`src/hw/cmsd_pkg.sv`:
```
package cmsd_pkg;

  // Request kinds offered by the execution unit; the kind alone decides bit versus byte handling.
  typedef enum logic [3:0] {
    CMSD_REQ_BANK_REG,
    CMSD_REQ_INDIRECT,
    CMSD_REQ_DIRECT,
    CMSD_REQ_BIT,
    CMSD_REQ_PUSH,
    CMSD_REQ_POP,
    CMSD_REQ_CALL,
    CMSD_REQ_RET,
    CMSD_REQ_SP_INC,
    CMSD_REQ_SP_DEC
  } cmsd_req_e;

  // Branch target kinds: relative, absolute within a page, and long.
  typedef enum logic [1:0] {
    CMSD_BR_REL,
    CMSD_BR_ABS,
    CMSD_BR_LONG
  } cmsd_br_e;

  // Data space layout.
  localparam logic [7:0] CMSD_SP_SFR_ADDR = 8'h81;
  localparam logic [7:0] CMSD_SP_RESET = 8'h07;
  localparam logic [7:0] CMSD_BIT_RAM_BASE = 8'h20;
  localparam int CMSD_UPPER_SEL_BIT = 7;
  localparam int CMSD_RAM_BYTES = 256;
  localparam int CMSD_DATA_BITS = 8;

  // Program status word bank select and program store control write enable positions.
  localparam int CMSD_PSW_BANK_LOW_BIT = 3;
  localparam int CMSD_PSW_BANK_HIGH_BIT = 4;
  localparam int CMSD_PROGRAM_STORE_CONTROL_WE_BIT = 0;

  // Program memory layout.
  localparam logic [15:0] CMSD_FLASH_LAST = 16'h207F;
  localparam logic [15:0] CMSD_FACTORY_FIRST = 16'h1E00;
  localparam logic [15:0] CMSD_FACTORY_LAST = 16'h1FFF;
  localparam int CMSD_ABS_BITS = 11;

  // Opcodes that behave as the no_operation instruction.
  localparam logic [7:0] CMSD_OP_NOP = 8'h00;
  localparam logic [7:0] CMSD_OP_ALT_NOP = 8'hA5;

  // Stack record depth in bits.
  localparam int CMSD_REC_BITS = 32;

endpackage : cmsd_pkg

```
`src/hw/cmsd_decoder.sv`:
```
`timescale 1ns/1ps
`default_nettype none

module cmsd_decoder
  import cmsd_pkg::*;
#(
  parameter int REC_BITS = CMSD_REC_BITS
) (
  input wire logic core_clk_in,                     // System clock, 25 MHz.
  input wire logic sys_rst_in,                      // Synchronous reset, active high.
  input wire logic req_valid_in,                    // Data space request offered.
  output logic req_ready_out,                       // Request taken this cycle when valid.
  input wire cmsd_req_e req_kind_in,                // Operand or stack request kind.
  input wire logic req_write_in,                    // Write request when high, read when low.
  input wire logic [7:0] req_field_in,              // Register index, direct address or bit address.
  input wire logic [15:0] req_wdata_in,             // Write byte in low half; call return address in full.
  input wire logic req_bit_in,                      // Bit value for a bit write.
  output logic done_out,                            // Request complete, one-cycle pulse.
  output logic [15:0] rdata_out,                    // Read result, held until the next completion.
  input wire logic [7:0] program_status_word_in,    // Status word holding the bank select bits.
  output logic [7:0] stack_pointer_out,             // Current stack pointer.
  output logic sfr_rd_out,                          // External SFR read strobe.
  output logic sfr_wr_out,                          // External SFR write strobe.
  output logic [7:0] sfr_addr_out,                  // External SFR address.
  output logic [7:0] sfr_wdata_out,                 // External SFR write data.
  input wire logic [7:0] sfr_rdata_in,              // External SFR read data, the cycle after the strobe.
  output logic stack_overflow_out,                  // Stack record overflow pulse to debug.
  output logic stack_underflow_out,                 // Stack record underflow pulse to debug.
  output logic [$clog2(REC_BITS+1)-1:0] stack_depth_out, // Record bits held.
  output logic [REC_BITS-1:0] stack_record_out,     // Record contents, newest bit at bit 0.
  input wire logic br_valid_in,                     // Branch target request.
  input wire cmsd_br_e br_kind_in,                  // Branch target kind.
  input wire logic [15:0] br_next_pc_in,            // Address of first byte of the next instruction.
  input wire logic [15:0] br_field_in,              // Offset, 11-bit page address or 16-bit address.
  output logic br_valid_out,                        // Target ready, one-cycle pulse.
  output logic [15:0] br_target_out,                // Computed target.
  output logic br_in_flash_out,                     // Target lies inside implemented flash.
  input wire logic [7:0] opcode_in,                 // Opcode under decode.
  output logic opcode_nop_out,                      // Registered: opcode acts as no_operation.
  input wire logic [7:0] program_store_control_in,  // Program store control register value.
  input wire logic xmove_wr_in,                     // External_move_instruction write strobe.
  input wire logic [15:0] xmove_addr_in,            // External_move_instruction address.
  input wire logic [7:0] xmove_wdata_in,            // External_move_instruction data.
  output logic flash_wr_out,                        // Program memory write pulse.
  output logic xram_wr_out,                         // External data memory write pulse.
  output logic flash_range_err_out,                 // Redirected write beyond flash, dropped.
  output logic [15:0] xdest_addr_out,               // Address of the redirected or passed write.
  output logic [7:0] xdest_wdata_out                // Data of that write.
);

  localparam int CW = $clog2(REC_BITS+1);
  localparam logic [CW:0] REC_FULL = (CW+1)'(REC_BITS);

  // Three bits keep the two-bit shift selects legal; beyond 63 the counter sizing stops being checked.
  if (REC_BITS < 3 || REC_BITS > 63)
  begin : g_bad_rec
    $error("cmsd_decoder: REC_BITS must lie in 3..63");
  end

  typedef enum logic [2:0] {
    ST_IDLE,
    ST_PTR,
    ST_ISSUE,
    ST_READ,
    ST_CALL_HI,
    ST_RET_LO
  } cmsd_state_e;

  // Register number plus bank times eight, shared by direct and indirect bank access.
  function automatic logic [7:0] cmsd_bank_addr(input logic [1:0] bank, input logic [2:0] idx);
    return {3'h0, bank, idx};
  endfunction : cmsd_bank_addr

  cmsd_state_e state_q, state_d;
  cmsd_req_e kind_q, kind_d;
  logic [7:0] addr_q, addr_d;
  logic sfr_q, sfr_d;
  logic write_q, write_d;
  logic bitop_q, bitop_d;
  logic [2:0] bitpos_q, bitpos_d;
  logic bitval_q, bitval_d;
  logic [15:0] wdata_q, wdata_d;
  logic [7:0] hi_q, hi_d;
  logic [7:0] sp_q, sp_d;
  logic done_q, done_d;
  logic [15:0] rdata_q, rdata_d;
  logic [7:0] ram_addr;
  logic ram_wr;
  logic [7:0] ram_wdata;
  logic [7:0] ram_rdata;

  // Operand decoding for the request in hand.
  wire [1:0] bank = {program_status_word_in[CMSD_PSW_BANK_HIGH_BIT],
                     program_status_word_in[CMSD_PSW_BANK_LOW_BIT]};
  wire [7:0] reg_addr = cmsd_bank_addr(bank, req_field_in[2:0]);
  wire [7:0] ptr_addr = cmsd_bank_addr(bank, {2'h0, req_field_in[0]});
  wire direct_sfr = req_field_in[CMSD_UPPER_SEL_BIT];
  wire [7:0] bit_ram_addr = CMSD_BIT_RAM_BASE | {4'h0, req_field_in[6:3]};
  wire [7:0] bit_sfr_addr = {req_field_in[7:3], 3'h0};
  wire [7:0] sp_inc = sp_q + 8'h01;
  wire [7:0] sp_dec = sp_q - 8'h01;
  wire accept = (state_q == ST_IDLE) && req_valid_in;
  wire hit_sp = sfr_q && (addr_q == CMSD_SP_SFR_ADDR);

  // Byte returned by the access issued last cycle, and the same byte with one bit replaced.
  wire [7:0] rd_byte = sfr_q ? (hit_sp ? sp_q : sfr_rdata_in) : ram_rdata;
  wire [7:0] bit_mask = 8'h01 << bitpos_q;
  wire [7:0] merged = bitval_q ? (rd_byte | bit_mask) : (rd_byte & ~bit_mask);

  assign req_ready_out = (state_q == ST_IDLE);
  assign done_out = done_q;
  assign rdata_out = rdata_q;
  assign stack_pointer_out = sp_q;

  // Request sequencer: one request in flight; memory and SFR accesses have one cycle of read latency.
  always_comb
  begin
    state_d = state_q;
    kind_d = kind_q;
    addr_d = addr_q;
    sfr_d = sfr_q;
    write_d = write_q;
    bitop_d = bitop_q;
    bitpos_d = bitpos_q;
    bitval_d = bitval_q;
    wdata_d = wdata_q;
    hi_d = hi_q;
    sp_d = sp_q;
    done_d = 1'h0;
    rdata_d = rdata_q;
    ram_addr = addr_q;
    ram_wr = 1'h0;
    ram_wdata = wdata_q[7:0];
    sfr_rd_out = 1'h0;
    sfr_wr_out = 1'h0;
    unique case (state_q)
      ST_IDLE:
      begin
        if (req_valid_in)
        begin
          kind_d = req_kind_in;
          write_d = req_write_in;
          wdata_d = req_wdata_in;
          bitval_d = req_bit_in;
          bitpos_d = req_field_in[2:0];
          bitop_d = (req_kind_in == CMSD_REQ_BIT);
          sfr_d = 1'h0;
          state_d = ST_ISSUE;
          unique case (req_kind_in)
            CMSD_REQ_BANK_REG: addr_d = reg_addr;
            CMSD_REQ_INDIRECT:
            begin
              // Pointer byte is fetched first; the access never reaches the SFRs.
              ram_addr = ptr_addr;
              state_d = ST_PTR;
            end
            CMSD_REQ_DIRECT:
            begin
              addr_d = req_field_in;
              sfr_d = direct_sfr;
            end
            CMSD_REQ_BIT:
            begin
              // Bit addresses 80-FF only ever land on SFRs ending 0 or 8.
              addr_d = direct_sfr ? bit_sfr_addr : bit_ram_addr;
              sfr_d = direct_sfr;
            end
            CMSD_REQ_PUSH, CMSD_REQ_CALL: addr_d = sp_inc;
            CMSD_REQ_POP, CMSD_REQ_RET: addr_d = sp_q;
            CMSD_REQ_SP_INC, CMSD_REQ_SP_DEC: addr_d = sp_q;
          endcase
        end
      end
      ST_PTR:
      begin
        // Full 8-bit pointer reaches all 256 RAM bytes, upper half included.
        addr_d = ram_rdata;
        state_d = ST_ISSUE;
      end
      ST_ISSUE:
      begin
        state_d = ST_READ;
        unique case (kind_q)
          CMSD_REQ_PUSH, CMSD_REQ_CALL:
          begin
            // Store at pointer plus one, then advance; the stack wraps over the whole RAM.
            ram_addr = sp_inc;
            ram_wr = 1'h1;
            sp_d = sp_inc;
            state_d = (kind_q == CMSD_REQ_CALL) ? ST_CALL_HI : ST_IDLE;
            done_d = (kind_q == CMSD_REQ_PUSH);
          end
          CMSD_REQ_POP, CMSD_REQ_RET:
          begin
            ram_addr = sp_q;
            sp_d = sp_dec;
            state_d = (kind_q == CMSD_REQ_RET) ? ST_RET_LO : ST_READ;
          end
          CMSD_REQ_SP_INC, CMSD_REQ_SP_DEC:
          begin
            sp_d = (kind_q == CMSD_REQ_SP_INC) ? sp_inc : sp_dec;
            rdata_d = {8'h00, sp_d};
            done_d = 1'h1;
            state_d = ST_IDLE;
          end
          default:
          begin
            // Plain writes finish here; reads and bit writes need the old byte first.
            if (write_q && !bitop_q)
            begin
              ram_wr = !sfr_q;
              sfr_wr_out = sfr_q && !hit_sp;
              if (hit_sp)
              begin
                sp_d = wdata_q[7:0];
              end
              done_d = 1'h1;
              state_d = ST_IDLE;
            end
            else
            begin
              sfr_rd_out = sfr_q && !hit_sp;
            end
          end
        endcase
      end
      ST_CALL_HI:
      begin
        // Return address goes low byte first, high byte on top.
        ram_addr = sp_inc;
        ram_wr = 1'h1;
        ram_wdata = wdata_q[15:8];
        sp_d = sp_inc;
        done_d = 1'h1;
        state_d = ST_IDLE;
      end
      ST_RET_LO:
      begin
        hi_d = ram_rdata;
        ram_addr = sp_q;
        sp_d = sp_dec;
        state_d = ST_READ;
      end
      ST_READ:
      begin
        done_d = 1'h1;
        state_d = ST_IDLE;
        if (bitop_q && write_q)
        begin
          // Read-modify-write of the holding byte; the other seven bits are kept.
          ram_wr = !sfr_q;
          ram_wdata = merged;
          sfr_wr_out = sfr_q && !hit_sp;
        end
        else if (bitop_q)
        begin
          rdata_d = {15'h0000, rd_byte[bitpos_q]};
        end
        else if (kind_q == CMSD_REQ_RET)
        begin
          rdata_d = {hi_q, rd_byte};
        end
        else
        begin
          rdata_d = {8'h00, rd_byte};
        end
      end
    endcase
  end

  // External SFR port carries the current address and the byte to write.
  assign sfr_addr_out = addr_q;
  assign sfr_wdata_out = bitop_q ? merged : wdata_q[7:0];

  // Sequencer state; the pointer comes out of reset ready for its first push at 08.
  always_ff @(posedge core_clk_in)
  begin
    if (sys_rst_in)
    begin
      state_q <= ST_IDLE;
      sp_q <= CMSD_SP_RESET;
      done_q <= 1'h0;
      rdata_q <= '0;
    end
    else
    begin
      state_q <= state_d;
      sp_q <= sp_d;
      done_q <= done_d;
      rdata_q <= rdata_d;
    end
  end

  // Request context needs no reset; it is loaded before any use.
  always_ff @(posedge core_clk_in)
  begin
    kind_q <= kind_d;
    addr_q <= addr_d;
    sfr_q <= sfr_d;
    write_q <= write_d;
    bitop_q <= bitop_d;
    bitpos_q <= bitpos_d;
    bitval_q <= bitval_d;
    wdata_q <= wdata_d;
    hi_q <= hi_d;
  end

  cmsd_ram #(
    .WIDTH(CMSD_DATA_BITS),
    .DEPTH(CMSD_RAM_BYTES)
  ) u_ram (
    .core_clk_in(core_clk_in),
    .sys_rst_in(sys_rst_in),
    .addr_in(ram_addr),
    .wr_in(ram_wr),
    .wdata_in(ram_wdata),
    .rdata_out(ram_rdata)
  );

  // Stack record bookkeeping, counted when a stack request is accepted.
  wire rec_push = accept && (req_kind_in == CMSD_REQ_PUSH || req_kind_in == CMSD_REQ_SP_INC
                             || req_kind_in == CMSD_REQ_CALL);
  wire rec_pop = accept && (req_kind_in == CMSD_REQ_POP || req_kind_in == CMSD_REQ_SP_DEC
                            || req_kind_in == CMSD_REQ_RET);
  wire rec_two = (req_kind_in == CMSD_REQ_CALL) || (req_kind_in == CMSD_REQ_RET);
  wire [CW:0] rec_n = rec_two ? (CW+1)'(2) : (CW+1)'(1);
  logic [REC_BITS-1:0] rec_q;
  logic [CW-1:0] cnt_q;
  logic ovf_q, unf_q;
  wire [CW:0] cnt_wide = {1'h0, cnt_q};
  wire [CW:0] cnt_sum = cnt_wide + rec_n;
  wire rec_over = cnt_sum > REC_FULL;
  wire rec_under = cnt_wide < rec_n;
  wire [REC_BITS-1:0] rec_shl = rec_two ? {rec_q[REC_BITS-3:0], 2'h3} : {rec_q[REC_BITS-2:0], 1'h0};
  wire [REC_BITS-1:0] rec_shr = rec_two ? {2'h0, rec_q[REC_BITS-1:2]} : {1'h0, rec_q[REC_BITS-1:1]};
  wire [CW:0] cnt_push = rec_over ? REC_FULL : cnt_sum;
  wire [CW:0] cnt_pop = rec_under ? '0 : (cnt_wide - rec_n);

  // Calls mark two set bits, pushes one clear bit; the oldest bits fall off on overflow.
  always_ff @(posedge core_clk_in)
  begin
    if (sys_rst_in)
    begin
      rec_q <= '0;
      cnt_q <= '0;
      ovf_q <= 1'h0;
      unf_q <= 1'h0;
    end
    else
    begin
      rec_q <= rec_push ? rec_shl : (rec_pop ? rec_shr : rec_q);
      cnt_q <= rec_push ? cnt_push[CW-1:0] : (rec_pop ? cnt_pop[CW-1:0] : cnt_q);
      ovf_q <= rec_push && rec_over;
      unf_q <= rec_pop && rec_under;
    end
  end

  assign stack_record_out = rec_q;
  assign stack_depth_out = cnt_q;
  assign stack_overflow_out = ovf_q;
  assign stack_underflow_out = unf_q;

  // Branch targets: the offset is sign extended, the page comes from the next instruction.
  wire [15:0] rel_target = br_next_pc_in + {{8{br_field_in[7]}}, br_field_in[7:0]};
  wire [15:0] abs_target = {br_next_pc_in[15:CMSD_ABS_BITS], br_field_in[CMSD_ABS_BITS-1:0]};
  wire [15:0] br_target = (br_kind_in == CMSD_BR_REL) ? rel_target :
                          (br_kind_in == CMSD_BR_ABS) ? abs_target : br_field_in;

  // Opcode A5 is folded onto no_operation so no separate execution path exists.
  wire is_nop = (opcode_in == CMSD_OP_NOP) || (opcode_in == CMSD_OP_ALT_NOP);

  // External writes up to 207F turn into flash writes while store enable is set; the factory area is not guarded.
  wire to_flash = program_store_control_in[CMSD_PROGRAM_STORE_CONTROL_WE_BIT];
  wire flash_ok = xmove_addr_in <= CMSD_FLASH_LAST;

  // Side decoders are registered so every one of their outputs comes from a flip-flop.
  always_ff @(posedge core_clk_in)
  begin
    if (sys_rst_in)
    begin
      br_valid_out <= 1'h0;
      br_target_out <= '0;
      br_in_flash_out <= 1'h0;
      opcode_nop_out <= 1'h0;
      flash_wr_out <= 1'h0;
      xram_wr_out <= 1'h0;
      flash_range_err_out <= 1'h0;
      xdest_addr_out <= '0;
      xdest_wdata_out <= '0;
    end
    else
    begin
      br_valid_out <= br_valid_in;
      br_target_out <= br_valid_in ? br_target : br_target_out;
      br_in_flash_out <= br_valid_in ? (br_target <= CMSD_FLASH_LAST) : br_in_flash_out;
      opcode_nop_out <= is_nop;
      flash_wr_out <= xmove_wr_in && to_flash && flash_ok;
      xram_wr_out <= xmove_wr_in && !to_flash;
      flash_range_err_out <= xmove_wr_in && to_flash && !flash_ok;
      xdest_addr_out <= xmove_wr_in ? xmove_addr_in : xdest_addr_out;
      xdest_wdata_out <= xmove_wr_in ? xmove_wdata_in : xdest_wdata_out;
    end
  end

endmodule : cmsd_decoder

`default_nettype wire

```
`src/hw/cmsd_ram.sv`:
```
`timescale 1ns/1ps
`default_nettype none

module cmsd_ram #(
  parameter int WIDTH = 8,
  parameter int DEPTH = 256
) (
  input wire logic core_clk_in,                     // System clock.
  input wire logic sys_rst_in,                      // Synchronous reset, clears the read register only.
  input wire logic [$clog2(DEPTH)-1:0] addr_in,     // Byte address.
  input wire logic wr_in,                           // Write strobe.
  input wire logic [WIDTH-1:0] wdata_in,            // Write data.
  output logic [WIDTH-1:0] rdata_out                // Registered read data, one cycle after the address.
);

  logic [WIDTH-1:0] mem_q [DEPTH];

  // The array holds no reset so it maps onto plain RAM cells.
  always_ff @(posedge core_clk_in)
  begin
    if (wr_in)
    begin
      mem_q[addr_in] <= wdata_in;
    end
  end

  // Read data always comes from a register; a write cycle returns the old contents.
  always_ff @(posedge core_clk_in)
  begin
    if (sys_rst_in)
    begin
      rdata_out <= '0;
    end
    else
    begin
      rdata_out <= mem_q[addr_in];
    end
  end

endmodule : cmsd_ram

`default_nettype wire

```
`config.mk`:
```
export PLATFORM = sky130hd
export DESIGN_NAME = cmsd_decoder
export DESIGN_NICKNAME = d
export VERILOG_FILES = /design/src/hw/cmsd_pkg.sv /design/src/hw/cmsd_decoder.sv /design/src/hw/cmsd_ram.sv
export SDC_FILE = /design/constraint.sdc
export NUM_CORES = 2
export LEC_CHECK = 0
export ABC_AREA = 1
export BUFFER_PORTS_ARGS = -buffer_cell sky130_fd_sc_hd__buf_2
export CORE_MARGIN = 2
export CORE_UTILIZATION = 40
export DETAILED_ROUTE_END_ITERATION = 8
export PLACE_DENSITY = 0.6
export SLEW_MARGIN = 20
export SYNTH_ARGS = -nofsm -noshare
export SYNTH_HDL_FRONTEND = slang
export SYNTH_SLANG_ARGS = --single-unit
```
`constraint.sdc`:
```
create_clock -name core_clk_in -period 17.2 [get_ports core_clk_in]
set_input_delay 1.72 -clock core_clk_in [delete_from_list [all_inputs] [get_ports core_clk_in]]
set_output_delay 1.72 -clock core_clk_in [all_outputs]
set_load 0.02 [all_outputs]
```
==> impl_results.md <==
* Max-slew violations at 0
* Static leakage at about 0.044 µW
* Post-synth net total at 10.2k
* CTS tree: built
* Max H-tree Level at 4
* Switching power at approximately 4400 µW
* Main synth FF type: edfxtp_1
* Filler instances at 22.8k
* Fin Hold WS at 0.444 ns
* Area Growth Syn to Fin at 11.2%
* Antenna violations before repair at 7
* Crit Path Category: in2reg
* Die Y at between 400 and 500 µm
* Top-count cell post-synth: nand2_1
* Clock latency on the worst-skew pair at 0.89 ns
* Pin count of the biggest net entering global routing at 175
* Setup TNS Final at 0 ns
* Final core utilization at 44.7%
* Synth area leaders: edfxtp_1, nand2_1, nor2_1
* Pwr dens at about 130 nW/µm²
* Async SR Flop Fraction at 0%
* Synth unique cells at 51
* Slew @ Worst Pin at between 1 and 1.5 ns
* Flops & latches, synth at 2213
* CTS max path bufs at 3
* Worst hold path type: reg2reg
* Fin. Hold Viols at 0
* Status: completed
* Hold buffer count at CTS at 0
* Post-CTS sizing at 0
* MaxCap Viol Count at 0
* Clock tree sinks at 2213
* DR iter-0 viols at around 7.7k
* Clock power frac at 35.0%
* Sw frac at about a third
* Inserted Clock Buffers at ~230
* Final Total Pwr at 13900 µW
* Total grt overflow at 0
* Clock-pin slew on the worst setup and hold paths at 0.06 ns
* Worst setup margin at 9.06 ns
* Clock Skew at 0.0326 ns
* Combinational Power Share at 21.7%
* Final Cycle Share at 47.3%
* Largest area contributor in the netlist: edfxtp_1
* Top post-synthesis cells by count: nand2_1, edfxtp_1, nor2_1
* Die ar. at 248000 µm²
* GPL Wtd Cong at 0.908
* Multi-input combinational cell area at roughly 29000 µm²
* First-pass GRT wire length at around 430000 µm
* Wire per inst at 21.4 µm
* Slew headroom at 27.3%
* FF+latch area at 65200 µm²
* Nets at 10.2k
* Starting Density at 40.2%
* Number of global-route vias before repair at 67.4k
* Syn Area/Cell at 9.72 µm²
* Post-detailed-route count of antenna-violating nets at 0
* Mapped cell area at 97600 µm²
* Register area share after synthesis at 66.8%
* WP data required at ~18 ns
* DP Worst Slack at roughly 8.1 ns
* Setup violations, final at 0
* PortBufs at 241
* Final worst path period need at 8.14 ns
* Share of cells above drive strength 1 at under 10%
* DRC viols at 0
* Total GRT Usage at 22.6%
* Ys Warns at 0
* Fmax at 0.123 GHz
* Startpoint types: primary input
* Synth Instances at 10.0k
* Num ports at 255
* Row count at 181
* Final WL at 287000 µm
* Via density at 5.30
* Worst Path Max Fanout at 157
* DRT Pass-1 Iters at 6
* Die X at 498 µm
* Top-area cell type share of the netlist area at 64.3%
* Crit path DAT at ~9 ns
* Crit. End Element: flop
* RSZ-0062 raised after global routing: no
* Int Power at approximately 9500 µW
* Peak VDD IR at between 0.09 and 0.1 mV
* Core Region at 243000 µm²
* Vias at 71.3k
* EDFF count, synth at 2091
* Fraction of power consumed by sequential logic at 43.4%
* Setup Buffers After CTS at 0
* Clk root buf: clkbuf_16
* Final HPWL DP at 162000 µm
==> power groups by stage <==
stage,Clock (µW),Combinational (µW),Sequential (µW)
after floorplan,0,1980,6270
after global placement,0,2980,6160
after detailed placement,0,2990,6160
after CTS,4930,3000,6050
after global routing,5140,3330,6050
final,4880,3020,6050
==> worst max-delay path: stages <==
cell     delay (ns)
buf_2          0.33
inv_2          0.23
nor2_2         0.22
nand3_2        0.20
nand2_1        0.16
nand2_2        0.14
nand2_8        0.56
nand3_4        0.76
buf_6          0.56
buf_4          0.51
buf_12         0.40
buf_4          0.47
nand2_1        0.13
nand2_1        0.07
nand2_1        0.06
nand2_1        0.07
nand2_1        0.11
nand2_1        0.07
o21ai_1        0.27
nand2_1        0.14
a21oi_1        0.60
nand2_1        0.11
nor2_1         0.42
nor2_1         0.08
==> area by class of cell <==
cell class	count	share of cell area, %
Inverter	165	0.587
Timing Repair Buffer	354	2.04
Clock buffer	280	5.52
Clock inverter	140	1.19
Antenna cell	11	0.0254
Multi-Input combinational cell	7083	26.9
Sequential cell	2213	60.1
Tap cell	3202	3.69
==> final timing paths <==
path | from | end | slack [ns] | cells after the start
hold reg to reg | u_ram.rdata_out[7]$_SDFF_PP0_ | hi_q[7]$_DFFE_PN_ | 0.44 | 0
setup / recovery | req_kind_in[0] | u_ram.rdata_out[4]$_SDFF_PP0_ | 9.06 | 24
hold / removal | u_ram.rdata_out[7]$_SDFF_PP0_ | hi_q[7]$_DFFE_PN_ | 0.44 | 0
setup reg to reg | state_q[1]$_SDFFE_PP0P_ | u_ram.rdata_out[7]$_SDFF_PP0_ | 9.85 | 24
==> logic make-up (layout without fill, tap and decap cells) <==
group	after synthesis	count (layout)	share of synthesized area (%)
other	0	11	0
and+or+nand+nor	6649	6649	26.8
buffers and inverters	751	939	3.54
AOI/OAI and AO/OA	386	386	2.26
DFF	2213	2213	66.8
adders and majority gates	25	25	0.344
xor gates and xnor gates	23	23	0.206
==> layer usage <==
metal  part of all wire (%)  track usage [%]  vias up
met5                 0.0090                0        -
met4                    3.4             8.13        4
met3                    7.9             3.78      426
met2                     47             36.2     2913
met1                     42             30.9    34600
li1                       -                -    33400
==> flip-flops by register name, summed over array words and instances, names as in the netlist, 4 cells and up <==
| register | count |
|---|---|
| u_ram.rdata_out | 8 |
| stack_depth_out | 6 |
| kind_q | 4 |
| xdest_addr_out | 16 |
| stack_pointer_out | 8 |
| sfr_addr_out | 8 |
| br_target_out | 16 |
| xdest_wdata_out | 8 |
| rdata_out | 16 |
| stack_record_out | 32 |
| wdata_q | 16 |
| u_ram.mem_q | 2048 |
| hi_q | 8 |
==> through the flow <==
step / area (µm²) / cells
2_1_floorplan: 97600 / 10000
3_3_place_gp: 101000 / 13000
3_5_place_dp: 101000 / 13000
4_1_cts: 109000 / 13400
5_1_grt: 109000 / 13400
6_report: 109000 / 13400
==> cells in the final DEF (no fill, tap or decap), types with 24 or more instances in the layout <==
cell	n
edfxtp_1	2091
clkbuf_16	232
o21ai_0	168
nand4_1	409
nor2_1	744
buf_4	99
a21oi_1	97
o211ai_1	24
clkbuf_1	47
nand2_1	5360
buf_2	241
clkinv_1	63
dfxtp_1	122
clkinv_2	37
nand3_1	71
inv_1	153
Note: power is estimated with default switching activity, not from simulation.
